$ cat src/verilog/dtp_pkg.sv
// Purpose: constants and types of the down timer, pwm and buzzer block
// Assumes: clk is the instruction clock, axi4-lite register access
// Notes:
package dtp_pkg;
    localparam logic [5:0] OFF_CTRL1 = 6'h00;
    localparam logic [5:0] OFF_CTRL2 = 6'h04;
    localparam logic [5:0] OFF_COUNT = 6'h08;
    localparam logic [5:0] OFF_DUTY  = 6'h0C;
    localparam logic [5:0] OFF_BUZZ  = 6'h10;
    localparam logic [5:0] OFF_PSCV  = 6'h14;
    localparam logic [5:0] OFF_IFLAG = 6'h18;
    localparam logic [5:0] OFF_IEN   = 6'h1C;
    localparam logic [5:0] OFF_GIE   = 6'h20;
    localparam int C1_RUN    = 0;
    localparam int C1_RELOAD = 1;
    localparam int C1_ONE    = 2;
    localparam int C1_PWMLOW = 6;
    localparam int C1_PWMEN  = 7;
    localparam int C2_PSCN   = 3;
    localparam int C2_EDGE   = 4;
    localparam int C2_EXT    = 5;
    localparam int BZ_SRC    = 3;
    localparam int BZ_EN     = 7;
    localparam int IF_UF     = 3;
    localparam int GIE_BIT   = 0;
    localparam logic [7:0] RST_CTRL1 = 8'h00;
    localparam logic [7:0] RST_CTRL2 = 8'h08;
    localparam logic [7:0] RST_COUNT = 8'h00;
    localparam logic [7:0] RST_DUTY  = 8'h00;
    localparam logic [7:0] RST_BUZZ  = 8'h00;
    localparam logic [7:0] FREE_TOP  = 8'hFF;
    localparam logic [1:0] RESP_OK   = 2'h0;
    localparam logic [1:0] RESP_ERR  = 2'h2;
    typedef struct packed {
        logic        awvalid;
        logic [5:0]  awaddr;
        logic        wvalid;
        logic [31:0] wdata;
        logic [3:0]  wstrb;
        logic        bready;
        logic        arvalid;
        logic [5:0]  araddr;
        logic        rready;
    } dtp_axi_req_t;
    typedef struct packed {
        logic        awready;
        logic        wready;
        logic        bvalid;
        logic [1:0]  bresp;
        logic        arready;
        logic        rvalid;
        logic [31:0] rdata;
        logic [1:0]  rresp;
    } dtp_axi_rsp_t;
    typedef struct packed {
        dtp_axi_rsp_t rsp;
        logic         awHeld;
        logic [5:0]   awAddr;
        logic         wHeld;
        logic [7:0]   wByte;
        logic         wLane;
        logic [7:0]   ctrl1;
        logic [7:0]   ctrl2;
        logic [7:0]   count;
        logic [7:0]   reload;
        logic [7:0]   duty;
        logic [7:0]   buzz;
        logic [7:0]   psc;
        logic [7:0]   bzCnt;
        logic         iflag;
        logic         ien;
        logic         global_irq_enable;
        logic         irq;
        logic         pwmOut;
        logic         pwmOe;
        logic         bzOut;
        logic         bzOe;
        logic         ext1;
        logic         ext2;
        logic         extPrev;
    } dtp_state_t;
endpackage

$ cat src/verilog/dtp_top.sv
// Purpose: down timer with prescaler, pwm and buzzer, axi4-lite slave
// Assumes: one clock, synchronous active high reset
// Notes: external count clock is sampled, so it must run below clk/4
//
// Implementation choices: the address map and register access over AXI4-Lite.
`timescale 1ns/10ps
module dtp_top
    import dtp_pkg::*;
(
    input  wire logic         clk,
    input  wire logic         sys_rst,
    input  wire dtp_axi_req_t axiReq,
    output dtp_axi_rsp_t      axiRsp,
    input  wire logic         extClkPin,
    output logic              pwmPadOut,
    output logic              pwmPadOe,
    output logic              buzzerPadOut,
    output logic              buzzerPadOe,
    output logic              underflowIrq
);

    dtp_state_t s_q;
    dtp_state_t s_d;

    logic       srcTick;
    logic       pscTick;
    logic       tick;
    logic       uf;
    logic       bzEv;
    logic       commit;
    logic       wrCount;
    logic       wrCtrl1;
    logic       pwmAct;
    logic [7:0] rd;
    logic       rdOk;

    // mask of low bits for a 1:2 .. 1:256 divider
    function automatic logic [7:0] rateMask(input logic [2:0] sel);
        rateMask = 8'(({1'b0, 8'hFF} >> (3'h7 - sel)) & 9'h0FF);
    endfunction

    always_comb begin
        s_d     = s_q;
        rd      = 8'h00;
        rdOk    = 1'b1;
        wrCount = 1'b0;
        wrCtrl1 = 1'b0;
        uf      = 1'b0;
        pscTick = 1'b0;

        // two-stage sync, edges seen only behind the second stage
        s_d.ext1    = extClkPin;
        s_d.ext2    = s_q.ext1;
        s_d.extPrev = s_q.ext2;
        if (s_q.ctrl2[C2_EXT]) begin
            srcTick = s_q.ctrl2[C2_EDGE] ? (s_q.extPrev & ~s_q.ext2)
                                         : (s_q.ext2 & ~s_q.extPrev);
        end else begin
            srcTick = 1'b1;
        end

        // prescaler only advances while the timer runs
        if (s_q.ctrl1[C1_RUN] && srcTick && !s_q.ctrl2[C2_PSCN]) begin
            s_d.psc = s_q.psc + 8'h01;
            pscTick = (s_q.psc & rateMask(s_q.ctrl2[2:0])) ==
                      rateMask(s_q.ctrl2[2:0]);
        end
        tick = s_q.ctrl2[C2_PSCN] ? (s_q.ctrl1[C1_RUN] & srcTick) : pscTick;

        if (tick) begin
            if (s_q.count == 8'h00) begin
                uf = 1'b1;
                if (s_q.ctrl1[C1_ONE]) begin
                    s_d.ctrl1[C1_RUN] = 1'b0;
                end else begin
                    s_d.count = s_q.ctrl1[C1_RELOAD] ? s_q.reload
                                                     : FREE_TOP;
                end
            end else begin
                s_d.count = s_q.count - 8'h01;
            end
        end

        // pwm from the live count; duty 0 never matches
        pwmAct = (s_q.count != 8'h00) && (s_q.count <= s_q.duty);
        s_d.pwmOe  = s_q.ctrl1[C1_PWMEN];
        s_d.pwmOut = s_q.ctrl1[C1_PWMEN] & (pwmAct ^ s_q.ctrl1[C1_PWMLOW]);

        // buzzer divides count ticks (prescaler output, or source ticks when bypassed) or underflows
        bzEv = s_q.buzz[BZ_SRC] ? uf : tick;
        s_d.bzOe = s_q.buzz[BZ_EN];
        if (!s_q.buzz[BZ_EN]) begin
            s_d.bzCnt = 8'h00;
            s_d.bzOut = 1'b0;
        end else if (bzEv) begin
            s_d.bzCnt = s_q.bzCnt + 8'h01;
            if ((s_q.bzCnt & rateMask(s_q.buzz[2:0])) ==
                rateMask(s_q.buzz[2:0])) begin
                s_d.bzOut = ~s_q.bzOut;
            end
        end

        // write channel: address and data taken in either order
        if (axiReq.awvalid && s_q.rsp.awready) begin
            s_d.awHeld = 1'b1;
            s_d.awAddr = axiReq.awaddr;
        end
        if (axiReq.wvalid && s_q.rsp.wready) begin
            s_d.wHeld = 1'b1;
            s_d.wByte = axiReq.wdata[7:0];
            s_d.wLane = axiReq.wstrb[0];
        end
        if (s_q.rsp.bvalid && axiReq.bready) begin
            s_d.rsp.bvalid = 1'b0;
        end
        commit = s_q.awHeld && s_q.wHeld && !s_q.rsp.bvalid;
        if (commit) begin
            s_d.awHeld    = 1'b0;
            s_d.wHeld     = 1'b0;
            s_d.rsp.bvalid = 1'b1;
            s_d.rsp.bresp  = RESP_OK;
            unique case (s_q.awAddr)
                OFF_CTRL1: begin
                    wrCtrl1 = s_q.wLane;
                    if (s_q.wLane) s_d.ctrl1 = s_q.wByte;
                end
                OFF_CTRL2: begin
                    if (s_q.wLane) begin
                        s_d.ctrl2 = s_q.wByte;
                        s_d.psc   = 8'h00;
                    end
                end
                OFF_COUNT: begin
                    wrCount = s_q.wLane;
                    if (s_q.wLane) begin
                        s_d.count  = s_q.wByte;
                        s_d.reload = s_q.wByte;
                    end
                end
                OFF_DUTY: begin
                    if (s_q.wLane) s_d.duty = s_q.wByte;
                end
                OFF_BUZZ: begin
                    if (s_q.wLane) s_d.buzz = s_q.wByte;
                end
                OFF_PSCV: begin
                end
                OFF_IFLAG: begin
                    if (s_q.wLane) s_d.iflag = s_q.iflag & s_q.wByte[IF_UF];
                end
                OFF_IEN: begin
                    if (s_q.wLane) s_d.ien = s_q.wByte[IF_UF];
                end
                OFF_GIE: begin
                    if (s_q.wLane) s_d.global_irq_enable = s_q.wByte[GIE_BIT];
                end
                default: begin
                    s_d.rsp.bresp = RESP_ERR;
                end
            endcase
        end
        s_d.rsp.awready = !s_d.awHeld && !s_d.rsp.bvalid;
        s_d.rsp.wready  = !s_d.wHeld && !s_d.rsp.bvalid;

        // an underflow in the clearing cycle keeps the flag
        if (uf) begin
            s_d.iflag = 1'b1;
        end
        s_d.irq = s_d.iflag & s_d.ien & s_d.global_irq_enable;

        // read channel, answer one cycle after address
        unique case (axiReq.araddr)
            OFF_CTRL1: rd = s_q.ctrl1;
            OFF_CTRL2: rd = s_q.ctrl2;
            OFF_COUNT: rd = s_q.count;
            OFF_DUTY:  rd = s_q.duty;
            OFF_BUZZ:  rd = s_q.buzz;
            OFF_PSCV:  rd = s_q.psc;
            OFF_IFLAG: rd = {4'h0, s_q.iflag, 3'h0};
            OFF_IEN:   rd = {4'h0, s_q.ien, 3'h0};
            OFF_GIE:   rd = {7'h00, s_q.global_irq_enable};
            default:   rdOk = 1'b0;
        endcase
        if (s_q.rsp.rvalid && axiReq.rready) begin
            s_d.rsp.rvalid = 1'b0;
        end
        if (axiReq.arvalid && s_q.rsp.arready) begin
            s_d.rsp.rvalid = 1'b1;
            s_d.rsp.rdata  = {24'h000000, rd};
            s_d.rsp.rresp  = rdOk ? RESP_OK : RESP_ERR;
        end
        s_d.rsp.arready = !s_d.rsp.rvalid;
    end

    always_ff @(posedge clk) begin
        if (sys_rst) begin
            s_q             <= '0;
            s_q.ctrl1       <= RST_CTRL1;
            s_q.ctrl2       <= RST_CTRL2;
            s_q.count       <= RST_COUNT;
            s_q.reload      <= RST_COUNT;
            s_q.duty        <= RST_DUTY;
            s_q.buzz        <= RST_BUZZ;
            s_q.rsp.bresp   <= RESP_OK;
            s_q.rsp.rresp   <= RESP_OK;
        end else begin
            s_q <= s_d;
        end
    end

    assign axiRsp       = s_q.rsp;
    assign pwmPadOut    = s_q.pwmOut;
    assign pwmPadOe     = s_q.pwmOe;
    assign buzzerPadOut = s_q.bzOut;
    assign buzzerPadOe  = s_q.bzOe;
    assign underflowIrq = s_q.irq;

    property p_load;
        @(posedge clk) disable iff (sys_rst)
        wrCount |=> (s_q.count == $past(s_q.wByte)) && (s_q.reload == s_q.count);
    endproperty
    a_load: assert property (p_load) else $error("count write not loaded");

    property p_read;
        @(posedge clk) disable iff (sys_rst)
        (axiReq.arvalid && s_q.rsp.arready && axiReq.araddr == OFF_COUNT)
        |=> s_q.rsp.rvalid && s_q.rsp.rdata[7:0] == $past(s_q.count);
    endproperty
    a_read: assert property (p_read) else $error("count read not live");

    property p_stop;
        @(posedge clk) disable iff (sys_rst)
        (!s_q.ctrl1[C1_RUN] && !wrCount) |=> $stable(s_q.count);
    endproperty
    a_stop: assert property (p_stop) else $error("count moved while stopped");

    property p_dec;
        @(posedge clk) disable iff (sys_rst)
        (tick && s_q.count != 8'h00 && !wrCount)
        |=> s_q.count == $past(s_q.count) - 8'h01;
    endproperty
    a_dec: assert property (p_dec) else $error("count did not decrement");

    property p_psc;
        @(posedge clk) disable iff (sys_rst)
        (tick && !s_q.ctrl2[C2_PSCN])
        |-> (s_q.psc & rateMask(s_q.ctrl2[2:0])) == rateMask(s_q.ctrl2[2:0]);
    endproperty
    a_psc: assert property (p_psc) else $error("prescaler tick misplaced");

    property p_one;
        @(posedge clk) disable iff (sys_rst)
        (uf && s_q.ctrl1[C1_ONE] && !wrCtrl1 && !wrCount)
        |=> !s_q.ctrl1[C1_RUN] ##1 s_q.count == 8'h00;
    endproperty
    a_one: assert property (p_one) else $error("one-shot did not stop");

    property p_free;
        @(posedge clk) disable iff (sys_rst)
        (uf && !s_q.ctrl1[C1_ONE] && !wrCount)
        |=> s_q.count == ($past(s_q.ctrl1[C1_RELOAD]) ? $past(s_q.reload) : FREE_TOP);
    endproperty
    a_free: assert property (p_free) else $error("free run restart wrong");

    property p_flag;
        @(posedge clk) disable iff (sys_rst)
        uf |=> s_q.iflag;
    endproperty
    a_flag: assert property (p_flag) else $error("underflow flag not set");

    property p_irq;
        @(posedge clk) disable iff (sys_rst)
        underflowIrq |-> s_q.global_irq_enable && s_q.ien && s_q.iflag;
    endproperty
    a_irq: assert property (p_irq) else $error("irq without its enables");

    property p_pwm0;
        @(posedge clk) disable iff (sys_rst)
        (s_q.duty == 8'h00 && s_q.ctrl1[C1_PWMEN] && !s_q.ctrl1[C1_PWMLOW])
        |=> pwmPadOe && !pwmPadOut;
    endproperty
    a_pwm0: assert property (p_pwm0) else $error("pwm active at zero duty");

    property p_bz;
        @(posedge clk) disable iff (sys_rst)
        (s_q.buzz[BZ_EN] && !bzEv) |=> $stable(buzzerPadOut) && buzzerPadOe;
    endproperty
    a_bz: assert property (p_bz) else $error("buzzer toggled without tick");

    // pin mode: only a synchronised edge of the chosen kind moves the count
    property p_noedge;
        @(posedge clk) disable iff (sys_rst)
        (s_q.ctrl2[C2_EXT] && s_q.ctrl2[C2_PSCN] && !wrCount &&
         (s_q.ext2 == s_q.extPrev || s_q.ext2 == s_q.ctrl2[C2_EDGE]))
        |=> $stable(s_q.count);
    endproperty
    a_noedge: assert property (p_noedge) else $error("count moved without pin edge");

    property p_edge;
        @(posedge clk) disable iff (sys_rst)
        (s_q.ctrl1[C1_RUN] && s_q.ctrl2[C2_EXT] && s_q.ctrl2[C2_PSCN] && !wrCount &&
         s_q.count != 8'h00 && s_q.ext2 != s_q.extPrev && (s_q.ext2 ^ s_q.ctrl2[C2_EDGE]))
        |=> s_q.count == $past(s_q.count) - 8'h01;
    endproperty
    a_edge: assert property (p_edge) else $error("chosen pin edge not counted");

    property p_pscoff;
        @(posedge clk) disable iff (sys_rst)
        (s_q.ctrl2[C2_PSCN] && !commit) |=> $stable(s_q.psc);
    endproperty
    a_pscoff: assert property (p_pscoff) else $error("prescaler moved while off");

    property p_pscv;
        @(posedge clk) disable iff (sys_rst)
        (axiReq.arvalid && s_q.rsp.arready && axiReq.araddr == OFF_PSCV)
        |=> s_q.rsp.rvalid && s_q.rsp.rdata[7:0] == $past(s_q.psc);
    endproperty
    a_pscv: assert property (p_pscv) else $error("prescaler value not readable");

    property p_pwmoff;
        @(posedge clk) disable iff (sys_rst)
        !s_q.ctrl1[C1_PWMEN] |=> !pwmPadOe && !pwmPadOut;
    endproperty
    a_pwmoff: assert property (p_pwmoff) else $error("pwm pad driven while off");

    property p_pwmidle;
        @(posedge clk) disable iff (sys_rst)
        (s_q.ctrl1[C1_PWMEN] && s_q.count > s_q.duty)
        |=> pwmPadOe && (pwmPadOut == $past(s_q.ctrl1[C1_PWMLOW]));
    endproperty
    a_pwmidle: assert property (p_pwmidle) else $error("pwm active above duty");

    property p_bzoff;
        @(posedge clk) disable iff (sys_rst)
        !s_q.buzz[BZ_EN] |=> !buzzerPadOe && !buzzerPadOut;
    endproperty
    a_bzoff: assert property (p_bzoff) else $error("buzzer pad driven while off");

    property p_bzsrc;
        @(posedge clk) disable iff (sys_rst)
        (s_q.buzz[BZ_EN] && s_q.buzz[BZ_SRC] && !uf) |=> $stable(buzzerPadOut);
    endproperty
    a_bzsrc: assert property (p_bzsrc) else $error("buzzer moved without underflow");

    c_one:  cover property (@(posedge clk) disable iff (sys_rst) uf && s_q.ctrl1[C1_ONE]);
    c_free: cover property (@(posedge clk) disable iff (sys_rst) uf && s_q.ctrl1[C1_RELOAD]);
    c_irq:  cover property (@(posedge clk) disable iff (sys_rst) $rose(underflowIrq));
    c_bz:   cover property (@(posedge clk) disable iff (sys_rst) $rose(buzzerPadOut));
    c_ext:  cover property (@(posedge clk) disable iff (sys_rst) tick && s_q.ctrl2[C2_EXT]);

endmodule

$ cat config.mk
export PLATFORM = sky130hd
export DESIGN_NAME = dtp_top
export DESIGN_NICKNAME = d
export VERILOG_FILES = /design/src/verilog/dtp_pkg.sv /design/src/verilog/dtp_top.sv
export SDC_FILE = /design/constraint.sdc
export NUM_CORES = 1
export LEC_CHECK = 0
export BUFFER_PORTS_ARGS = -buffer_cell sky130_fd_sc_hd__buf_2
export CAP_MARGIN = 10
export CORE_MARGIN = 5
export CORE_UTILIZATION = 56
export CTS_CLUSTER_SIZE = 8
export DETAILED_ROUTE_END_ITERATION = 8
export GPL_ROUTABILITY_DRIVEN = 0
export PLACE_DENSITY = 0.83
export SLEW_MARGIN = 40
export SYNTH_ARGS = -nofsm -noshare
export SYNTH_HDL_FRONTEND = slang
export SYNTH_SLANG_ARGS = --single-unit
$ cat constraint.sdc
create_clock -name clk -period 2.9 [get_ports clk]
set_input_delay 0.87 -clock clk [delete_from_list [all_inputs] [get_ports clk]]
set_output_delay 0.87 -clock clk [all_outputs]
set_load 0.01 [all_outputs]
==> results.py, run 1 <==
metrics = {
    "outcome": {
        "status": "finished clean",
    },
    "finish": {
        "synthToLayoutAreaGrowth_pct": 5.19,
        "fin_util_pct": 59.8,
        "n_antenna_cell": 0,
        "drive_above_1_share_pct": 14.5,
        "final_net_count": 726,
        "fill_cells": 837,
    },
    "setup_path": {
        "timing_worst_setup_path_type": "flip-flop to flip-flop",
        "critPathMaxFanout": 8,
        "path_buf_inv": 1,
        "crit_slowest_cell": "nor3b_1",
        "cp_top_family": "simple AND/OR/NAND/NOR gates",
        "start_kind": "flip-flop",
        "worstPathRequired_ps": 3200,
        "endpoint_kind": "flip-flop",
        "crit_chain": "inv_1 -> ha_1 -> nor3b_1 -> nand2_4 -> a21boi_4 -> nand2_2 -> or3_1 -> a21oi_1",
        "crit_arrival_ps": 2660,
        "slowest_delay_ps": 430,
    },
    "placement": {
        "post-place-ws_ps": 318,
        "portBuffers": 48,
        "dp_hpwl_mm": 9.34,
    },
    "timing": {
        "rsz0062_at_grt": "false",
        "setup_viol": 0,
        "tns_ps": 0,
        "tightestPinTransition_ps": 833,
        "slew_headroom_pct": 44.0,
        "fin_hold_ws_ps": 453,
        "final-hold-violation-count": 0,
        "post-route-period-util_pct": 81.4,
        "setup_ws_ps": 540,
        "skew_ps": 21.3,
        "finalCriticalPeriod_ps": 2360,
        "fmax_mhz": 424,
        "slew_violations": 0,
    },
    "route": {
        "routed_wirelength_mm": 12.6,
        "ant_nets": 0,
        "via_per_inst": 5.78,
        "drt_iter0_drc": 407,
        "firstDrtPassIters": 6,
        "route.detailed.drc": 0,
        "vias": 4600,
        "routedWlPerCell_um": 15.8,
    },
    "clocking": {
        "max-clock-path-buffers": 2,
        "cts_buffers": 9,
        "cts.sinks": 107,
        "post_cts_buffers": 0,
        "cts_hold_buf": 0,
        "h-tree-depth": 3,
        "clk_latency_ps": 380,
        "path_clk_slew_ps": 110,
        "cts-resized-gates": 0,
        "cts_tree": "built",
        "clockRootBuffer": "clkbuf_8",
    },
    "floorplan": {
        "rows": 36,
        "coreArea_mm2": 0.00968,
        "start_util_pct": 56.8,
        "dieArea_mm2": 0.0119,
        "die_x_um": 109,
        "die_y_um": 109,
        "ios": 102,
    },
    "pwr": {
        "p_clk_share_pct": 33.7,
        "switching_power_uw": 621,
        "p_comb_share_pct": 5.5,
        "p_int_mw": 1.88,
        "vdd_ir_drop_max_mv": 0.314,
        "p_per_area_mw_per_mm2": 432,
        "power.total_mw": 2.50,
        "leakagePower_nw": 2.29,
        "switching_share_pct": 24.8,
        "pwr-share-seq_pct": 60.7,
    },
    "flow_run": {
        "timing.max_cap.violations": 0,
    },
    "synthesis": {
        "synth_area_mm2": 0.00550,
        "synth_top_area_cell": "dfxtp_1",
        "syn_inst": 638,
        "ys.warnings.count": 0,
        "synth.area.top_cells": "dfxtp_1, mux2i_1, buf_4",
        "synth_common_cells": "dfxtp_1, nor2_1, nand2_1",
        "ys_ff_latch": 107,
        "syn_avg_cell_area_um2": 8.62,
        "synth_top_area_share_pct": 38.9,
        "async_flop_share_pct": 0,
        "yosysSeqAreaShare_pct": 38.9,
        "yosys.cell_count.top_type": "dfxtp_1",
        "synth_edf_count": 0,
        "synth_ff_type": "dfxtp_1",
        "yosysUniqueCellTypes": 76,
    },
    "global_routing": {
        "grt_usage_pct": 21.6,
        "grt_pass1_wl_mm": 20.4,
        "first_global_vias": 4376,
        "grt_overflow": 0,
        "grt_max_degree": 22,
        "grt_antenna_before_repair": 0,
    },
    "hold_path": {
        "worstHoldPathType": "flip-flop to flip-flop",
    },
}
cell families after synthesis:
| kind of cell | after synthesis | synth area share, % |
|---|---|---|
| and+or+nand+nor | 240 | 21.6 |
| muxes | 46 | 8.39 |
| adders and majority gates | 12 | 2.73 |
| other | 1 | 0.0682 |
| DFF | 107 | 38.9 |
| xor gates and xnor gates | 13 | 2.07 |
| AOI/OAI and AO/OA | 126 | 16.5 |
| buffers and inverters | 93 | 9.71 |
placed cells by master (no fill, tap or decap), drive strengths merged, types with 6 or more instances in the layout:
cell type	synthesis	final
a211oi	7	7
a21oi	53	53
a222oi	6	6
a22o	8	8
buf	52	57
clkbuf	21	12
conb	1	26
dfxtp	107	107
ha	12	12
inv	20	22
mux2i	45	45
nand2	71	71
nand2b	8	8
nand3	16	16
nand4	6	6
nor2	79	79
nor2b	8	8
nor3	17	17
o21ai	14	14
xor2	9	9
metrics by stage:
stage / area, um2 / std cells
floorplan: 5600 / 663
global placement: 5610 / 780
detailed placement: 5610 / 780
CTS: 5790 / 796
global route: 5790 / 796
finish: 5790 / 796
flip-flops by register name (all words and copies together), names as in the netlist:
name and flops:
s_q 83, axiRsp 15, s_d 4, buzzerPadOe 1, buzzerPadOut 1, pwmPadOe 1, pwmPadOut 1, underflowIrq 1
final cells by class:
class	instances	area, um2	share of cell area [%]
Multi-Input combinational cell	463	2920	50.4
Sequential cell	107	2140	37.0
Timing Repair Buffer	57	308	5.32
Tap cell	133	166	2.88
Clock buffer	12	145	2.51
Inverter	20	75.1	1.30
Clock inverter	4	31.3	0.541
final timing paths:
kind / start / endpoint / slack (ps) / cells after the start
setup / recovery: s_q[51]$_SDFF_PP0_ / buzzerPadOut$_SDFFE_PP0P_ / 540 / 8
hold / removal: s_d[1]$_SDFF_PP0_ / s_d[0]$_SDFF_PP0_ / 450 / 1
setup reg to reg: s_q[51]$_SDFF_PP0_ / buzzerPadOut$_SDFFE_PP0P_ / 540 / 8
hold reg to reg: s_d[1]$_SDFF_PP0_ / s_d[0]$_SDFF_PP0_ / 450 / 1
worst reg2reg max path, delay by kind of cell, from the launching register on:
family	cells	cell delay [ps]
AO/OA/AOI/OAI	2	410
AND/OR/NAND/NOR	4	1070
adder cells (fa/ha/maj)	1	220
buffers and inverters	1	170
flip-flops	1	420
layer usage:
metal	wire length, um	up-vias	global-route usage (%)	share of wire (%)
li1	-	2210	-	-
met1	5330	2149	26.9	42
met2	5900	202	35.2	47
met3	1050	39	5.86	8.4
met4	315	0	9.47	2.5
met5	0	-	0	0
power by group through the flow:
stage	clock network (mW)	logic [mW]	registers, mW
after floorplan	0	0.132	1.54
after global placement	0	0.132	1.55
after detailed placement	0	0.136	1.55
after CTS	0.860	0.137	1.52
after global routing	0.915	0.155	1.52
final	0.843	0.138	1.52
Note: power is estimated with default switching activity, not from simulation.
==> run 2, diff against run 1 <==
Settings changed: CORE_UTILIZATION 56 to 50, PLACE_DENSITY 0.83 to 0.79.
Clock period 2.9 ns to 1.9 ns, I/O delays scaled along.
==> results.py, run 2 (same netlist as run 1, synthesis figures left out) <==
metrics = {
    "outcome": {
        "status": "finished, violations left",
        "violations": "setup timing",
    },
    "global_routing": {
        "grt_overflow": 0,
        "first_global_vias": 4721,
        "grt_antenna_before_repair": 0,
        "grt_max_degree": 34,
        "grt_usage_pct": 21.1,
        "grt_pass1_wl_mm": 22.3,
    },
    "pwr": {
        "vdd_ir_drop_max_mv": 0.552,
        "p_clk_share_pct": 37.7,
        "p_int_mw": 3.11,
        "p_per_area_mw_per_mm2": 623,
        "p_comb_share_pct": 5.7,
        "pwr-share-seq_pct": 56.6,
        "switching_share_pct": 24.0,
        "switching_power_uw": 985,
        "leakagePower_nw": 2.66,
    },
    "timing": {
        "tns_ps": -1040,
        "rsz0062_at_grt": "true",
        "skew_ps": 14.0,
        "slew_headroom_pct": 67.0,
        "tightestPinTransition_ps": 483,
        "slew_violations": 0,
        "finalCriticalPeriod_ps": 2050,
        "fin_hold_ws_ps": 407,
        "post-route-period-util_pct": 108,
        "setup_ws_ps": -155,
        "fmax_mhz": 487,
        "final-hold-violation-count": 0,
        "setup_viol": 16,
    },
    "finish": {
        "final_net_count": 781,
        "layout_commonest_cell": "dfxtp_1",
        "regMostFlops": "s_q",
        "multi_input_area_mm2": 0.00319,
        "fin_util_pct": 60.9,
        "drive_above_1_share_pct": 27.2,
        "largest_reg_flops": 83,
        "regArea_mm2": 0.00215,
        "n_antenna_cell": 0,
        "fill_cells": 844,
        "synthToLayoutAreaGrowth_pct": 19.5,
        "instances_no_fill": 858,
        "final_cell_mix": "dfxtp_1, nor2_1, nand2_1",
    },
    "route": {
        "routedWlPerCell_um": 16.9,
        "ant_nets": 0,
        "routed_wirelength_mm": 14.5,
        "route.detailed.drc": 0,
        "drt_iter0_drc": 598,
        "via_per_inst": 5.64,
        "vias": 4843,
        "firstDrtPassIters": 5,
    },
    "setup_path": {
        "worstPathRequired_ps": 2220,
        "r2r_cells": 7,
        "r2r_setup_slack_ps": -150,
        "slowest_delay_ps": 470,
        "crit_chain": "nor2b_1 -> a31o_1 -> o41ai_4 -> buf_4 -> nand2_2 -> or3_1 -> a21oi_1",
        "endpoint_kind": "flip-flop",
        "start_kind": "flip-flop",
        "r2r_end": "buzzerPadOut$_SDFFE_PP0P_",
        "crit_end": "buzzerPadOut$_SDFFE_PP0P_",
        "critPathMaxFanout": 6,
        "timing_worst_setup_path_type": "flip-flop to flip-flop",
        "cp_top_family": "compound AO/OA/AOI/OAI gates",
        "crit_slowest_cell": "o41ai_4",
        "reg2reg_from": "s_q[61]$_SDFFE_PP0P_",
        "cp_num_cells": 7,
        "path_buf_inv": 1,
        "cp-startpoint": "s_q[61]$_SDFFE_PP0P_",
        "crit_arrival_ps": 2370,
    },
    "hold_path": {
        "min_path_cells": 2,
        "worstHoldPathType": "primary input to flip-flop",
    },
    "floorplan": {
        "ios": 102,
        "dieArea_mm2": 0.0132,
        "start_util_pct": 51.0,
        "die_y_um": 115,
        "die_x_um": 115,
        "coreArea_mm2": 0.0108,
        "rows": 38,
    },
    "clocking": {
        "cts.sinks": 107,
        "max-clock-path-buffers": 2,
        "cts_hold_buf": 0,
        "cts_tree": "built",
        "clk_latency_ps": 390,
        "h-tree-depth": 3,
        "clockRootBuffer": "clkbuf_8",
        "cts_buffers": 9,
        "path_clk_slew_ps": 100,
    },
    "placement": {
        "dp_hpwl_mm": 10.1,
        "place_inst": 836,
        "post-place-ws_ps": -91.5,
        "portBuffers": 48,
    },
    "flow_run": {
        "timing.max_cap.violations": 0,
    },
}
==> run 2: cell count changes in the layout (fill, tap and decap cells not counted), sizes merged <==
cell / before / now
bufinv: 0 / 2
clkbuf: 12 / 11
clkinv: 2 / 1
buf: 57 / 112
==> run 2: how the worst min path moves through the flow <==
stage | start | to | slack [ps]
floorplan | s_d[1]$_SDFF_PP0_ | s_d[0]$_SDFF_PP0_ | 410
global placement | s_d[1]$_SDFF_PP0_ | s_d[0]$_SDFF_PP0_ | 420
detailed placement | s_d[1]$_SDFF_PP0_ | s_d[0]$_SDFF_PP0_ | 440
CTS | extClkPin | s_d[1]$_SDFF_PP0_ | 390
global route | axiReq[13] | s_q[76]$_SDFFE_PP0P_ | 410
finish | extClkPin | s_d[1]$_SDFF_PP0_ | 410
==> run 2: layout make-up <==
| cell class | count | share of cell area [%] |
|---|---|---|
| clock buffer | 11 | 2.00 |
| sequential | 107 | 32.7 |
| timing repair buffer | 112 | 11.6 |
| clock inverter | 5 | 1.29 |
| tap | 140 | 2.66 |
| multi-input combinational | 463 | 48.5 |
| inverter | 20 | 1.14 |
==> run 2: power by group through the flow <==
stage                     logic (mW)  clock network (mW)  registers, mW
after floorplan                0.201                   0           2.34
after global placement         0.220                   0           2.37
after detailed placement       0.229                   0           2.37
after CTS                      0.230                1.57           2.32
after global routing           0.257                1.66           2.32
final                          0.235                1.55           2.32
==> run 2: what timing repair did <==
| item | 4_1_cts | 5_1_grt |
|---|---|---|
| endpoints found under the setup margin | 10 | 33 |
| setup buffers | 1 | 5 |
| pin swaps | 1 | 20 |
| resized for setup | 8 | 54 |
==> run 2: per-layer routing <==
metal	wire (um)	global-route usage [%]
met2	7210	36.1
met3	1130	4.89
met5	0	0
met1	5830	25.9
met4	364	8.14
==> run 2: through the flow <==
stage / total power [mW] / area, um2
2_1_floorplan: 2.55 / 5610
3_3_place_gp: 2.59 / 6030
3_5_place_dp: 2.60 / 6030
4_1_cts: 4.12 / 6280
5_1_grt: 4.24 / 6580
6_report: 4.10 / 6580
